`src/verilog/eivec_pkg.sv`:
```
// constants and types shared by the external interrupt and vector block
package eivec_pkg;
  // ----------------------------------------------------------------
  // register offsets
  // ----------------------------------------------------------------
  localparam logic [7:0] OFS_MCU_CTRL  = 8'h00;
  localparam logic [7:0] OFS_IRQ_MASK  = 8'h01;
  localparam logic [7:0] OFS_IRQ_FLAGS = 8'h02;
  localparam logic [7:0] OFS_PC_MASK_L = 8'h03;
  localparam logic [7:0] OFS_PC_MASK_H = 8'h04;
  // ----------------------------------------------------------------
  // field positions and reset values
  // ----------------------------------------------------------------
  localparam int BIT_EXT        = 6;
  localparam int BIT_PC_HIGH    = 5;
  localparam int BIT_PC_LOW     = 4;
  localparam logic [7:0] RST_REG8 = 8'h00;
  localparam logic [3:0] RST_REG4 = 4'h0;
  localparam int PC_PINS        = 12;
  localparam int PERIPH_SRCS    = 13;
  localparam int VEC_COUNT      = 17;
  // ----------------------------------------------------------------
  // vector addresses
  // ----------------------------------------------------------------
  localparam logic [15:0] VEC_RESET   = 16'h0000;
  localparam logic [15:0] VEC_EXT     = 16'h0001;
  localparam logic [15:0] VEC_PC_LOW  = 16'h0002;
  localparam logic [15:0] VEC_PC_HIGH = 16'h0003;
  localparam logic [15:0] VEC_WDOG    = 16'h0004;
  localparam logic [15:0] VEC_LAST    = 16'h0010;
  // ----------------------------------------------------------------
  // types
  // ----------------------------------------------------------------
  typedef enum logic [1:0] {
    EIVEC_SENSE_LOW  = 2'b00,
    EIVEC_SENSE_ANY  = 2'b01,
    EIVEC_SENSE_FALL = 2'b10,
    EIVEC_SENSE_RISE = 2'b11
  } eivec_sense_e;
  typedef struct packed {
    logic        valid;
    logic [15:0] addr;
  } eivec_req_s;
endpackage

```
`src/verilog/eivec_top.sv`:
```
// external pin, pin-change and vector selection logic
// Notes on behaviour
// - all resets start at address zero
// - pin, pin-change and watchdog vectors fixed
// - remaining peripheral vectors follow in order
// - pins trigger regardless of pin direction
// - masked toggle on inputs 7..0 flags group
// - masked toggle on inputs 11..8 flags group
// - only masked-in pins reach group requests
// - pin changes feed the wake output
// - low level requests while pin stays low
// - edges seen only through clocked sampling
// - low level feeds the wake output
// - short level wakes but gives no request
// - pin irq needs global and own enable
// - sense field bits 1..0, resets zero
// - pin sampled; pulses over one clock caught
// - sense codes: low, any, fall, rise
// - pin flag sets, clears, zero in level
// - group flags set, clear by handler/write
// - pin and group sources gated by own and global; peripheral sources by global only
//
// Local design decisions: the plain strobed port and the register offsets.
module eivec_top (
  // clock and reset
  input  wire logic                  core_clk_in,
  input  wire logic                  nrst_in,
  // register port
  input  wire logic [7:0]            reg_addr_in,
  input  wire logic [7:0]            reg_wdata_in,
  input  wire logic                  reg_wr_in,
  input  wire logic                  reg_rd_in,
  output logic      [7:0]            reg_rdata_out,
  // pins
  input  wire logic                  ext_irq_pin_in,
  input  wire logic [11:0]           pin_change_inputs_in,
  // core side
  input  wire logic                  global_irq_en_in,
  input  wire logic [12:0]           periph_irq_in,
  input  wire logic                  vec_ack_in,
  output eivec_pkg::eivec_req_s      vec_req_out,
  output logic                       wake_out
);
  // ----------------------------------------------------------------
  // registers
  // ----------------------------------------------------------------
  logic [7:0]  mcu_control_r;
  logic [2:0]  en_r;
  logic [7:0]  pin_change_mask_low_r;
  logic [3:0]  pin_change_mask_high_r;
  logic        ext_irq_flag_r;
  logic        pin_change_flag_low_r;
  logic        pin_change_flag_high_r;
  logic [7:0]  rdata_r;
  logic        wake_r;
  eivec_pkg::eivec_req_s vec_r;
  logic        ext_s1_r;
  logic        ext_s2_r;
  logic        ext_prev_r;
  logic [11:0] pc_s1_r;
  logic [11:0] pc_s2_r;
  logic [11:0] pc_prev_r;
  // ----------------------------------------------------------------
  // decode
  // ----------------------------------------------------------------
  eivec_pkg::eivec_sense_e sense;
  logic        level_mode;
  logic        ext_trig;
  logic [11:0] pc_hit;
  logic        pc_low_ev;
  logic        pc_high_ev;
  logic        wr_flags;
  logic        ack_ext;
  logic        ack_pcl;
  logic        ack_pch;
  logic [eivec_pkg::VEC_COUNT-1:0] pend;
  eivec_pkg::eivec_req_s vec_nxt;

  assign sense      = eivec_pkg::eivec_sense_e'(mcu_control_r[1:0]);
  assign level_mode = (sense == eivec_pkg::EIVEC_SENSE_LOW);
  assign wr_flags   = reg_wr_in && (reg_addr_in == eivec_pkg::OFS_IRQ_FLAGS);
  assign ack_ext    = vec_ack_in && vec_r.valid && (vec_r.addr == eivec_pkg::VEC_EXT);
  assign ack_pcl    = vec_ack_in && vec_r.valid && (vec_r.addr == eivec_pkg::VEC_PC_LOW);
  assign ack_pch    = vec_ack_in && vec_r.valid && (vec_r.addr == eivec_pkg::VEC_PC_HIGH);

  // ----------------------------------------------------------------
  // input sampling
  // ----------------------------------------------------------------
  // pins are read straight off the pad, so an output-driven pin still triggers
  always_ff @(posedge core_clk_in or negedge nrst_in)
  begin
    if (!nrst_in)
    begin
      ext_s1_r   <= 1'b1;
      ext_s2_r   <= 1'b1;
      ext_prev_r <= 1'b1;
    end
    else
    begin
      ext_s1_r   <= ext_irq_pin_in;
      ext_s2_r   <= ext_s1_r;
      ext_prev_r <= ext_s2_r;
    end
  end

  genvar gi;
  generate
    for (gi = 0; gi < eivec_pkg::PC_PINS; gi++)
    begin : g_pc_sync
      always_ff @(posedge core_clk_in or negedge nrst_in)
      begin
        if (!nrst_in)
        begin
          pc_s1_r[gi]   <= 1'b0;
          pc_s2_r[gi]   <= 1'b0;
          pc_prev_r[gi] <= 1'b0;
        end
        else
        begin
          pc_s1_r[gi]   <= pin_change_inputs_in[gi];
          pc_s2_r[gi]   <= pc_s1_r[gi];
          pc_prev_r[gi] <= pc_s2_r[gi];
        end
      end
    end
  endgenerate

  // ----------------------------------------------------------------
  // trigger detection
  // ----------------------------------------------------------------
  // edges exist only as differences between clocked samples
  always_comb
  begin
    unique case (sense)
      eivec_pkg::EIVEC_SENSE_LOW:  ext_trig = 1'b0;
      eivec_pkg::EIVEC_SENSE_ANY:  ext_trig = ext_s2_r ^ ext_prev_r;
      eivec_pkg::EIVEC_SENSE_FALL: ext_trig = ext_prev_r & ~ext_s2_r;
      eivec_pkg::EIVEC_SENSE_RISE: ext_trig = ~ext_prev_r & ext_s2_r;
    endcase
  end

  assign pc_hit     = (pc_s2_r ^ pc_prev_r)
                      & {pin_change_mask_high_r, pin_change_mask_low_r};
  assign pc_low_ev  = |pc_hit[7:0];
  assign pc_high_ev = |pc_hit[11:8];

  // ----------------------------------------------------------------
  // control registers
  // ----------------------------------------------------------------
  always_ff @(posedge core_clk_in or negedge nrst_in)
  begin
    if (!nrst_in)
    begin
      mcu_control_r          <= eivec_pkg::RST_REG8;
      en_r                   <= 3'h0;
      pin_change_mask_low_r  <= eivec_pkg::RST_REG8;
      pin_change_mask_high_r <= eivec_pkg::RST_REG4;
    end
    else if (reg_wr_in)
    begin
      unique case (reg_addr_in)
        eivec_pkg::OFS_MCU_CTRL:  mcu_control_r <= reg_wdata_in;
        eivec_pkg::OFS_IRQ_MASK:
          en_r <= reg_wdata_in[eivec_pkg::BIT_EXT:eivec_pkg::BIT_PC_LOW];
        eivec_pkg::OFS_PC_MASK_L: pin_change_mask_low_r <= reg_wdata_in;
        eivec_pkg::OFS_PC_MASK_H: pin_change_mask_high_r <= reg_wdata_in[3:0];
        default:
        begin
        end
      endcase
    end
  end

  // ----------------------------------------------------------------
  // flags: a new event beats a clear in the same cycle
  // ----------------------------------------------------------------
  always_ff @(posedge core_clk_in or negedge nrst_in)
  begin
    if (!nrst_in)
      ext_irq_flag_r <= 1'b0;
    else if (level_mode)
      ext_irq_flag_r <= 1'b0;
    else if (ext_trig)
      ext_irq_flag_r <= 1'b1;
    else if (ack_ext || (wr_flags && reg_wdata_in[eivec_pkg::BIT_EXT]))
      ext_irq_flag_r <= 1'b0;
  end

  always_ff @(posedge core_clk_in or negedge nrst_in)
  begin
    if (!nrst_in)
      pin_change_flag_low_r <= 1'b0;
    else if (pc_low_ev)
      pin_change_flag_low_r <= 1'b1;
    else if (ack_pcl || (wr_flags && reg_wdata_in[eivec_pkg::BIT_PC_LOW]))
      pin_change_flag_low_r <= 1'b0;
  end

  always_ff @(posedge core_clk_in or negedge nrst_in)
  begin
    if (!nrst_in)
      pin_change_flag_high_r <= 1'b0;
    else if (pc_high_ev)
      pin_change_flag_high_r <= 1'b1;
    else if (ack_pch || (wr_flags && reg_wdata_in[eivec_pkg::BIT_PC_HIGH]))
      pin_change_flag_high_r <= 1'b0;
  end

  // ----------------------------------------------------------------
  // request gating and priority
  // ----------------------------------------------------------------
  // level mode keeps no memory: a low that ends early leaves nothing pending
  assign pend[0] = 1'b0; // reset is not a requestable vector
  assign pend[1] = global_irq_en_in && en_r[2]
                   && (level_mode ? !ext_s2_r : ext_irq_flag_r);
  assign pend[2] = global_irq_en_in && en_r[0] && pin_change_flag_low_r;
  assign pend[3] = global_irq_en_in && en_r[1] && pin_change_flag_high_r;
  assign pend[eivec_pkg::VEC_COUNT-1:4] =
    {eivec_pkg::PERIPH_SRCS{global_irq_en_in}} & periph_irq_in;

  always_comb
  begin
    vec_nxt = '{valid: 1'b0, addr: eivec_pkg::VEC_RESET};
    for (int i = eivec_pkg::VEC_COUNT - 1; i > 0; i--)
    begin
      if (pend[i])
      begin
        vec_nxt.valid = 1'b1;
        vec_nxt.addr  = 16'(i);
      end
    end
  end

  always_ff @(posedge core_clk_in or negedge nrst_in)
  begin
    if (!nrst_in)
      vec_r <= '{valid: 1'b0, addr: eivec_pkg::VEC_RESET};
    else
      vec_r <= vec_nxt;
  end

  // registered wake hint; a clockless sleep path must sit beside this block
  always_ff @(posedge core_clk_in or negedge nrst_in)
  begin
    if (!nrst_in)
      wake_r <= 1'b0;
    else
      wake_r <= (|pc_hit) || (en_r[2] && level_mode && !ext_s2_r);
  end

  // ----------------------------------------------------------------
  // read port
  // ----------------------------------------------------------------
  always_ff @(posedge core_clk_in or negedge nrst_in)
  begin
    if (!nrst_in)
      rdata_r <= eivec_pkg::RST_REG8;
    else if (reg_rd_in)
    begin
      unique case (reg_addr_in)
        eivec_pkg::OFS_MCU_CTRL:  rdata_r <= mcu_control_r;
        eivec_pkg::OFS_IRQ_MASK:  rdata_r <= {1'b0, en_r, 4'h0};
        eivec_pkg::OFS_IRQ_FLAGS: rdata_r <= {1'b0, ext_irq_flag_r,
                                     pin_change_flag_high_r, pin_change_flag_low_r, 4'h0};
        eivec_pkg::OFS_PC_MASK_L: rdata_r <= pin_change_mask_low_r;
        eivec_pkg::OFS_PC_MASK_H: rdata_r <= {4'h0, pin_change_mask_high_r};
        default:                  rdata_r <= 8'h00;
      endcase
    end
    else
      rdata_r <= 8'h00;
  end

  assign reg_rdata_out = rdata_r;
  assign vec_req_out   = vec_r;
  assign wake_out      = wake_r;

  // ----------------------------------------------------------------
  // assertions
  // ----------------------------------------------------------------
  property p_fall_flag;
    @(posedge core_clk_in) disable iff (!nrst_in)
      (sense == eivec_pkg::EIVEC_SENSE_FALL) && $fell(ext_s2_r) |=> ext_irq_flag_r;
  endproperty
  a_fall_flag: assert property (p_fall_flag) else $error("falling edge not flagged");

  property p_pulse_caught;
    @(posedge core_clk_in) disable iff (!nrst_in)
      (sense == eivec_pkg::EIVEC_SENSE_RISE) && !ext_irq_pin_in ##1 ext_irq_pin_in[*2]
      |-> ##[2:3] ext_irq_flag_r;
  endproperty
  a_pulse_caught: assert property (p_pulse_caught) else $error("wide pulse missed");

  property p_level_clear;
    @(posedge core_clk_in) disable iff (!nrst_in)
      level_mode [*2] |-> !ext_irq_flag_r;
  endproperty
  a_level_clear: assert property (p_level_clear) else $error("flag set in level mode");

  property p_level_req;
    @(posedge core_clk_in) disable iff (!nrst_in)
      level_mode && global_irq_en_in && en_r[2] && !ext_s2_r |=> vec_r.valid
      && vec_r.addr == eivec_pkg::VEC_EXT;
  endproperty
  a_level_req: assert property (p_level_req) else $error("low level not requested");

  property p_pc_low;
    @(posedge core_clk_in) disable iff (!nrst_in)
      |((pc_s2_r[7:0] ^ pc_prev_r[7:0]) & pin_change_mask_low_r) |=> pin_change_flag_low_r;
  endproperty
  a_pc_low: assert property (p_pc_low) else $error("group low change lost");

  property p_pc_high_masked;
    @(posedge core_clk_in) disable iff (!nrst_in)
      !pin_change_flag_high_r && pin_change_mask_high_r == 4'h0 |=> !pin_change_flag_high_r;
  endproperty
  a_pc_high_masked: assert property (p_pc_high_masked) else $error("masked pin flagged");

  property p_gie_off;
    @(posedge core_clk_in) disable iff (!nrst_in)
      !global_irq_en_in |=> !vec_r.valid;
  endproperty
  a_gie_off: assert property (p_gie_off) else $error("request without global enable");

  property p_prio;
    @(posedge core_clk_in) disable iff (!nrst_in)
      pend[1] && pend[2] |=> vec_r.addr == eivec_pkg::VEC_EXT;
  endproperty
  a_prio: assert property (p_prio) else $error("lower vector not first");

  property p_ack_clear;
    @(posedge core_clk_in) disable iff (!nrst_in)
      ack_pcl && !pc_low_ev |=> !pin_change_flag_low_r;
  endproperty
  a_ack_clear: assert property (p_ack_clear) else $error("handler did not clear flag");

  property p_wdog_vec;
    @(posedge core_clk_in) disable iff (!nrst_in)
      global_irq_en_in && periph_irq_in[0] && pend[3:1] == 3'b000
      |=> vec_r.addr == eivec_pkg::VEC_WDOG;
  endproperty
  a_wdog_vec: assert property (p_wdog_vec) else $error("watchdog vector wrong");

endmodule

```
`config.mk`:
```
export PLATFORM = sky130hd
export DESIGN_NAME = eivec_top
export DESIGN_NICKNAME = d
export VERILOG_FILES = /design/src/verilog/eivec_pkg.sv /design/src/verilog/eivec_top.sv
export SDC_FILE = /design/constraint.sdc
export NUM_CORES = 1
export LEC_CHECK = 0
export BUFFER_PORTS_ARGS = -buffer_cell sky130_fd_sc_hd__clkbuf_2
export CAP_MARGIN = 25
export CORE_AREA = 2 2 93 95
export DETAILED_ROUTE_END_ITERATION = 8
export DIE_AREA = 0 0 95 97
export PLACE_DENSITY_LB_ADDON = 0.12
export SLEW_MARGIN = 20
export SYNTH_ARGS = -nofsm -noshare
export SYNTH_HDL_FRONTEND = slang
export SYNTH_SLANG_ARGS = --single-unit
```
`constraint.sdc`:
```
create_clock -name core_clk_in -period 3.15 [get_ports core_clk_in]
set_clock_uncertainty 0.1 [all_clocks]
set_input_delay 0.4725 -clock core_clk_in [delete_from_list [all_inputs] [get_ports core_clk_in]]
set_output_delay 0.4725 -clock core_clk_in [all_outputs]
set_load 0.01 [all_outputs]
```
==> results by group <==
Place
  • Port Buf Inserts: 62
  • DPL Wire Length: 4.437 mm
  • GPL Wtd Cong: 0.7822
  • Placed insts: ~400
  • Pre-CTS setup slack: 534.1 ps

Global routing
  • Grt ovf: 0
  • Number of global-route vias before repair: 2093
  • Total global-route track usage: roughly 15%
  • Initial antenna violation count: 0
  • Largest net degree at the start of global routing: just over 80
  • First-pass GRT wire length: between 10 and 15 mm

Clock network
  • Root buf cell: clkbuf_8
  • Clock net sink count: 80
  • H-tree depth: 3
  • CTS tree: built
  • Cts bufs inserted: 9
  • Deepest clock path buffer count: 2
  • Hold-fix buffers, CTS: 0
  • Post-CTS resize count: 0
  • Clock transition at path regs: around 80 ps
  • Worst skew pair latency: 350 ps
  • Post-CTS Repair Setup Buffers: 0

Synth
  • Yosys cell types: 45
  • Syn. warnings: 0
  • EDFF count, synth: 0
  • Yosys top cell by area: dfrtp_1
  • Yosys reg bits: 80
  • Seq/Total Area, Yosys: 62.28%
  • Syn Area/Cell: 13.53 um^2
  • Synth area leaders: dfrtp_1 60%, mux2_2 9.8%, xor2_1 3.3%, buf_4 2.6%, dfstp_2 2.4%
  • Synthesized area: 3221 um^2
  • Share of the synthesized area in the top cell type: 59.83%
  • Mapped Cells: 238
  • Async S/R FF share, synth: 100.0%
  • Synth Flop Type: dfrtp_1

STA
  • RSZ-0062 raised after global routing: false
  • Setup violators final: 0
  • Sum Neg Setup Slack: 0 ps
  • Fmax achieved: approximately 0.45 GHz
  • Final setup margin: between 900 and 1000 ps
  • Final Max Slew Viols: 0
  • Fin Hold WS: around 56 ps
  • Slew headroom: 53.51%
  • Min Tclk post-route: ~2200 ps
  • Period utilization: 70.23%
  • Worst-margin pin slew: 690.9 ps
  • Final Hold Viols: 0

Finish
  • Fin util: 47.04%
  • Most frequent cells in the layout: 77 x dfrtp_1, 61 x clkbuf_2, 28 x mux2_2, 12 x nand2_1, 12 x xor2_1
  • Area growth, synth to finish: 18.80%
  • Final std cells w/o fill: 414
  • Most common cell after layout, fill and taps aside: dfrtp_1
  • Diodes inserted: 0
  • Layout fillers: 762
  • Nets: approximately 350
  • Layout cells sized above 1: just under 40%

Critical path
  • R2r setup slk: about 1500 ps
  • Crit path launch type: primary input
  • Slowest stage cell, crit path: or4_1
  • Critical-path maximum fanout: 8
  • FF-to-FF Start: mcu_control_r[1]
  • Worst stage delay on the critical path: 650 ps
  • Worst EP arrival: between 2000 and 2500 ps
  • Worst path required time: 3280 ps
  • Critical path origin: reg_addr_in[3]
  • R2r endpoint: vec_req_out[4]
  • WS Path Type: primary input to flip-flop
  • Worst reg2reg path depth: 4
  • Crit path capture: pin_change_mask_low_r[0]
  • CP endpoint kind: flip-flop
  • Cell Chain, Critical Path: clkbuf_2 -> or4_1 -> nor4b_4 -> nand3_2 -> mux2_2

Die
  • Die Y: between 90 and 100 um
  • Die X: roughly 95 um
  • Core ar.: 8134 um^2
  • Die Footprint: 9215 um^2
  • IO Count: 74
  • Initial core utilization: 39.59%
  • Rows: 33

Power and ir drop
  • Maximum vdd drop: 185.8 uV
  • LEAKAGE: between 0.0015 and 0.002 uW
  • Pwr/cell area: 560.5 nW/um^2

Route
  • Wire per inst: 14.90 um
  • DRC errors left: 0
  • Initial drt markers: 50
  • Via density: 4.877
  • Drt first pass iters: 4
  • Post-DRT Antenna Nets: 0
  • Vias: between 2000 and 2500
  • Post-Route WL: about 6.2 mm

Outcome
  • Status: finished clean

Min path
  • HP Class: primary input to asynchronous set/reset pin

Job
  • Max_cap viols: 0
==> metrics by stage <==
stage                     instance area [um^2]  total power [uW]
after global routing                      3826              2251
after global placement                    3595              1317
final                                     3826              2145
after floorplan                           3258              1231
after detailed placement                  3595              1320
after CTS                                 3822              2179
==> logic make-up (layout without fill, tap and decap cells) <==
| kind of cell | after synthesis | in the layout | synth area share, % |
|---|---|---|---|
| mux | 31 | 31 | 11.89 |
| buf+inv | 21 | 82 | 3.807 |
| xor+xnor | 12 | 12 | 3.263 |
| simple gates | 59 | 59 | 10.76 |
| flops | 80 | 80 | 62.28 |
| other cells | 1 | 11 | 0.1164 |
| fa+ha+maj | 2 | 2 | 0.7769 |
| compound gates | 32 | 32 | 7.110 |
==> registers in the layout, indices dropped and copies added (netlist names) <==
name	count
pc_prev_r	12
pc_s1_r	12
pc_s2_r	12
mcu_control_r	8
pin_change_mask_low_r	8
reg_rdata_out	8
vec_req_out	6
pin_change_mask_high_r	4
en_r	3
ext_irq_flag_r	1
ext_prev_r	1
ext_s1_r	1
ext_s2_r	1
pin_change_flag_high_r	1
pin_change_flag_low_r	1
wake_out	1
==> per-layer routing <==
metal / global-route usage, % / wire [um]
met2: 22.80 / 2913
met5: 0 / 0
met4: 5.351 / 99
met1: 20.16 / 2900
met3: 3.738 / 255
==> worst max-delay path: cells and delay by family <==
family / cells / cell delay [ps]
buffers and inverters: 1 / 70
multiplexers: 1 / 350
AND/OR/NAND/NOR: 3 / 1440
==> synth_stat cells (4+ instances only) <==
cell type	n
nor2_1	11
a22oi_1	10
buf_4	11
xor2_1	12
inv_1	4
a21oi_1	5
dfrtp_1	77
and3_1	5
nand2_1	12
mux2_2	28
nand3_1	4
o21ai_0	5
==> area by class of cell <==
class / instances / area [um^2] / area share [%]
clock buffer: 10 / 137.6 / 3.597
clock inverter: 6 / 90.09 / 2.354
inverter: 4 / 15.01 / 0.3924
multi-input combinational: 147 / 1130 / 29.53
sequential: 80 / 2006 / 52.42
tap: 105 / 131.4 / 3.434
timing repair buffer: 62 / 316.6 / 8.273
==> worst min path at each step <==
stage,end,slack (ps),depth (start not counted)
floorplan,en_r[0],80,0
global placement,pc_s2_r[2],230,0
detailed placement,pc_s2_r[2],240,0
CTS,ext_s1_r,90,1
global route,ext_s1_r,90,1
finish,pc_s2_r[2],60,1
==> power breakdown <==
part	total (uW)	internal [uW]	switching, uW
registers	1120	1080	36.6
logic	175	81.7	93.6
clock network	850	472	378
total	2140	1640	508
Power figures use the tool's default switching activity.
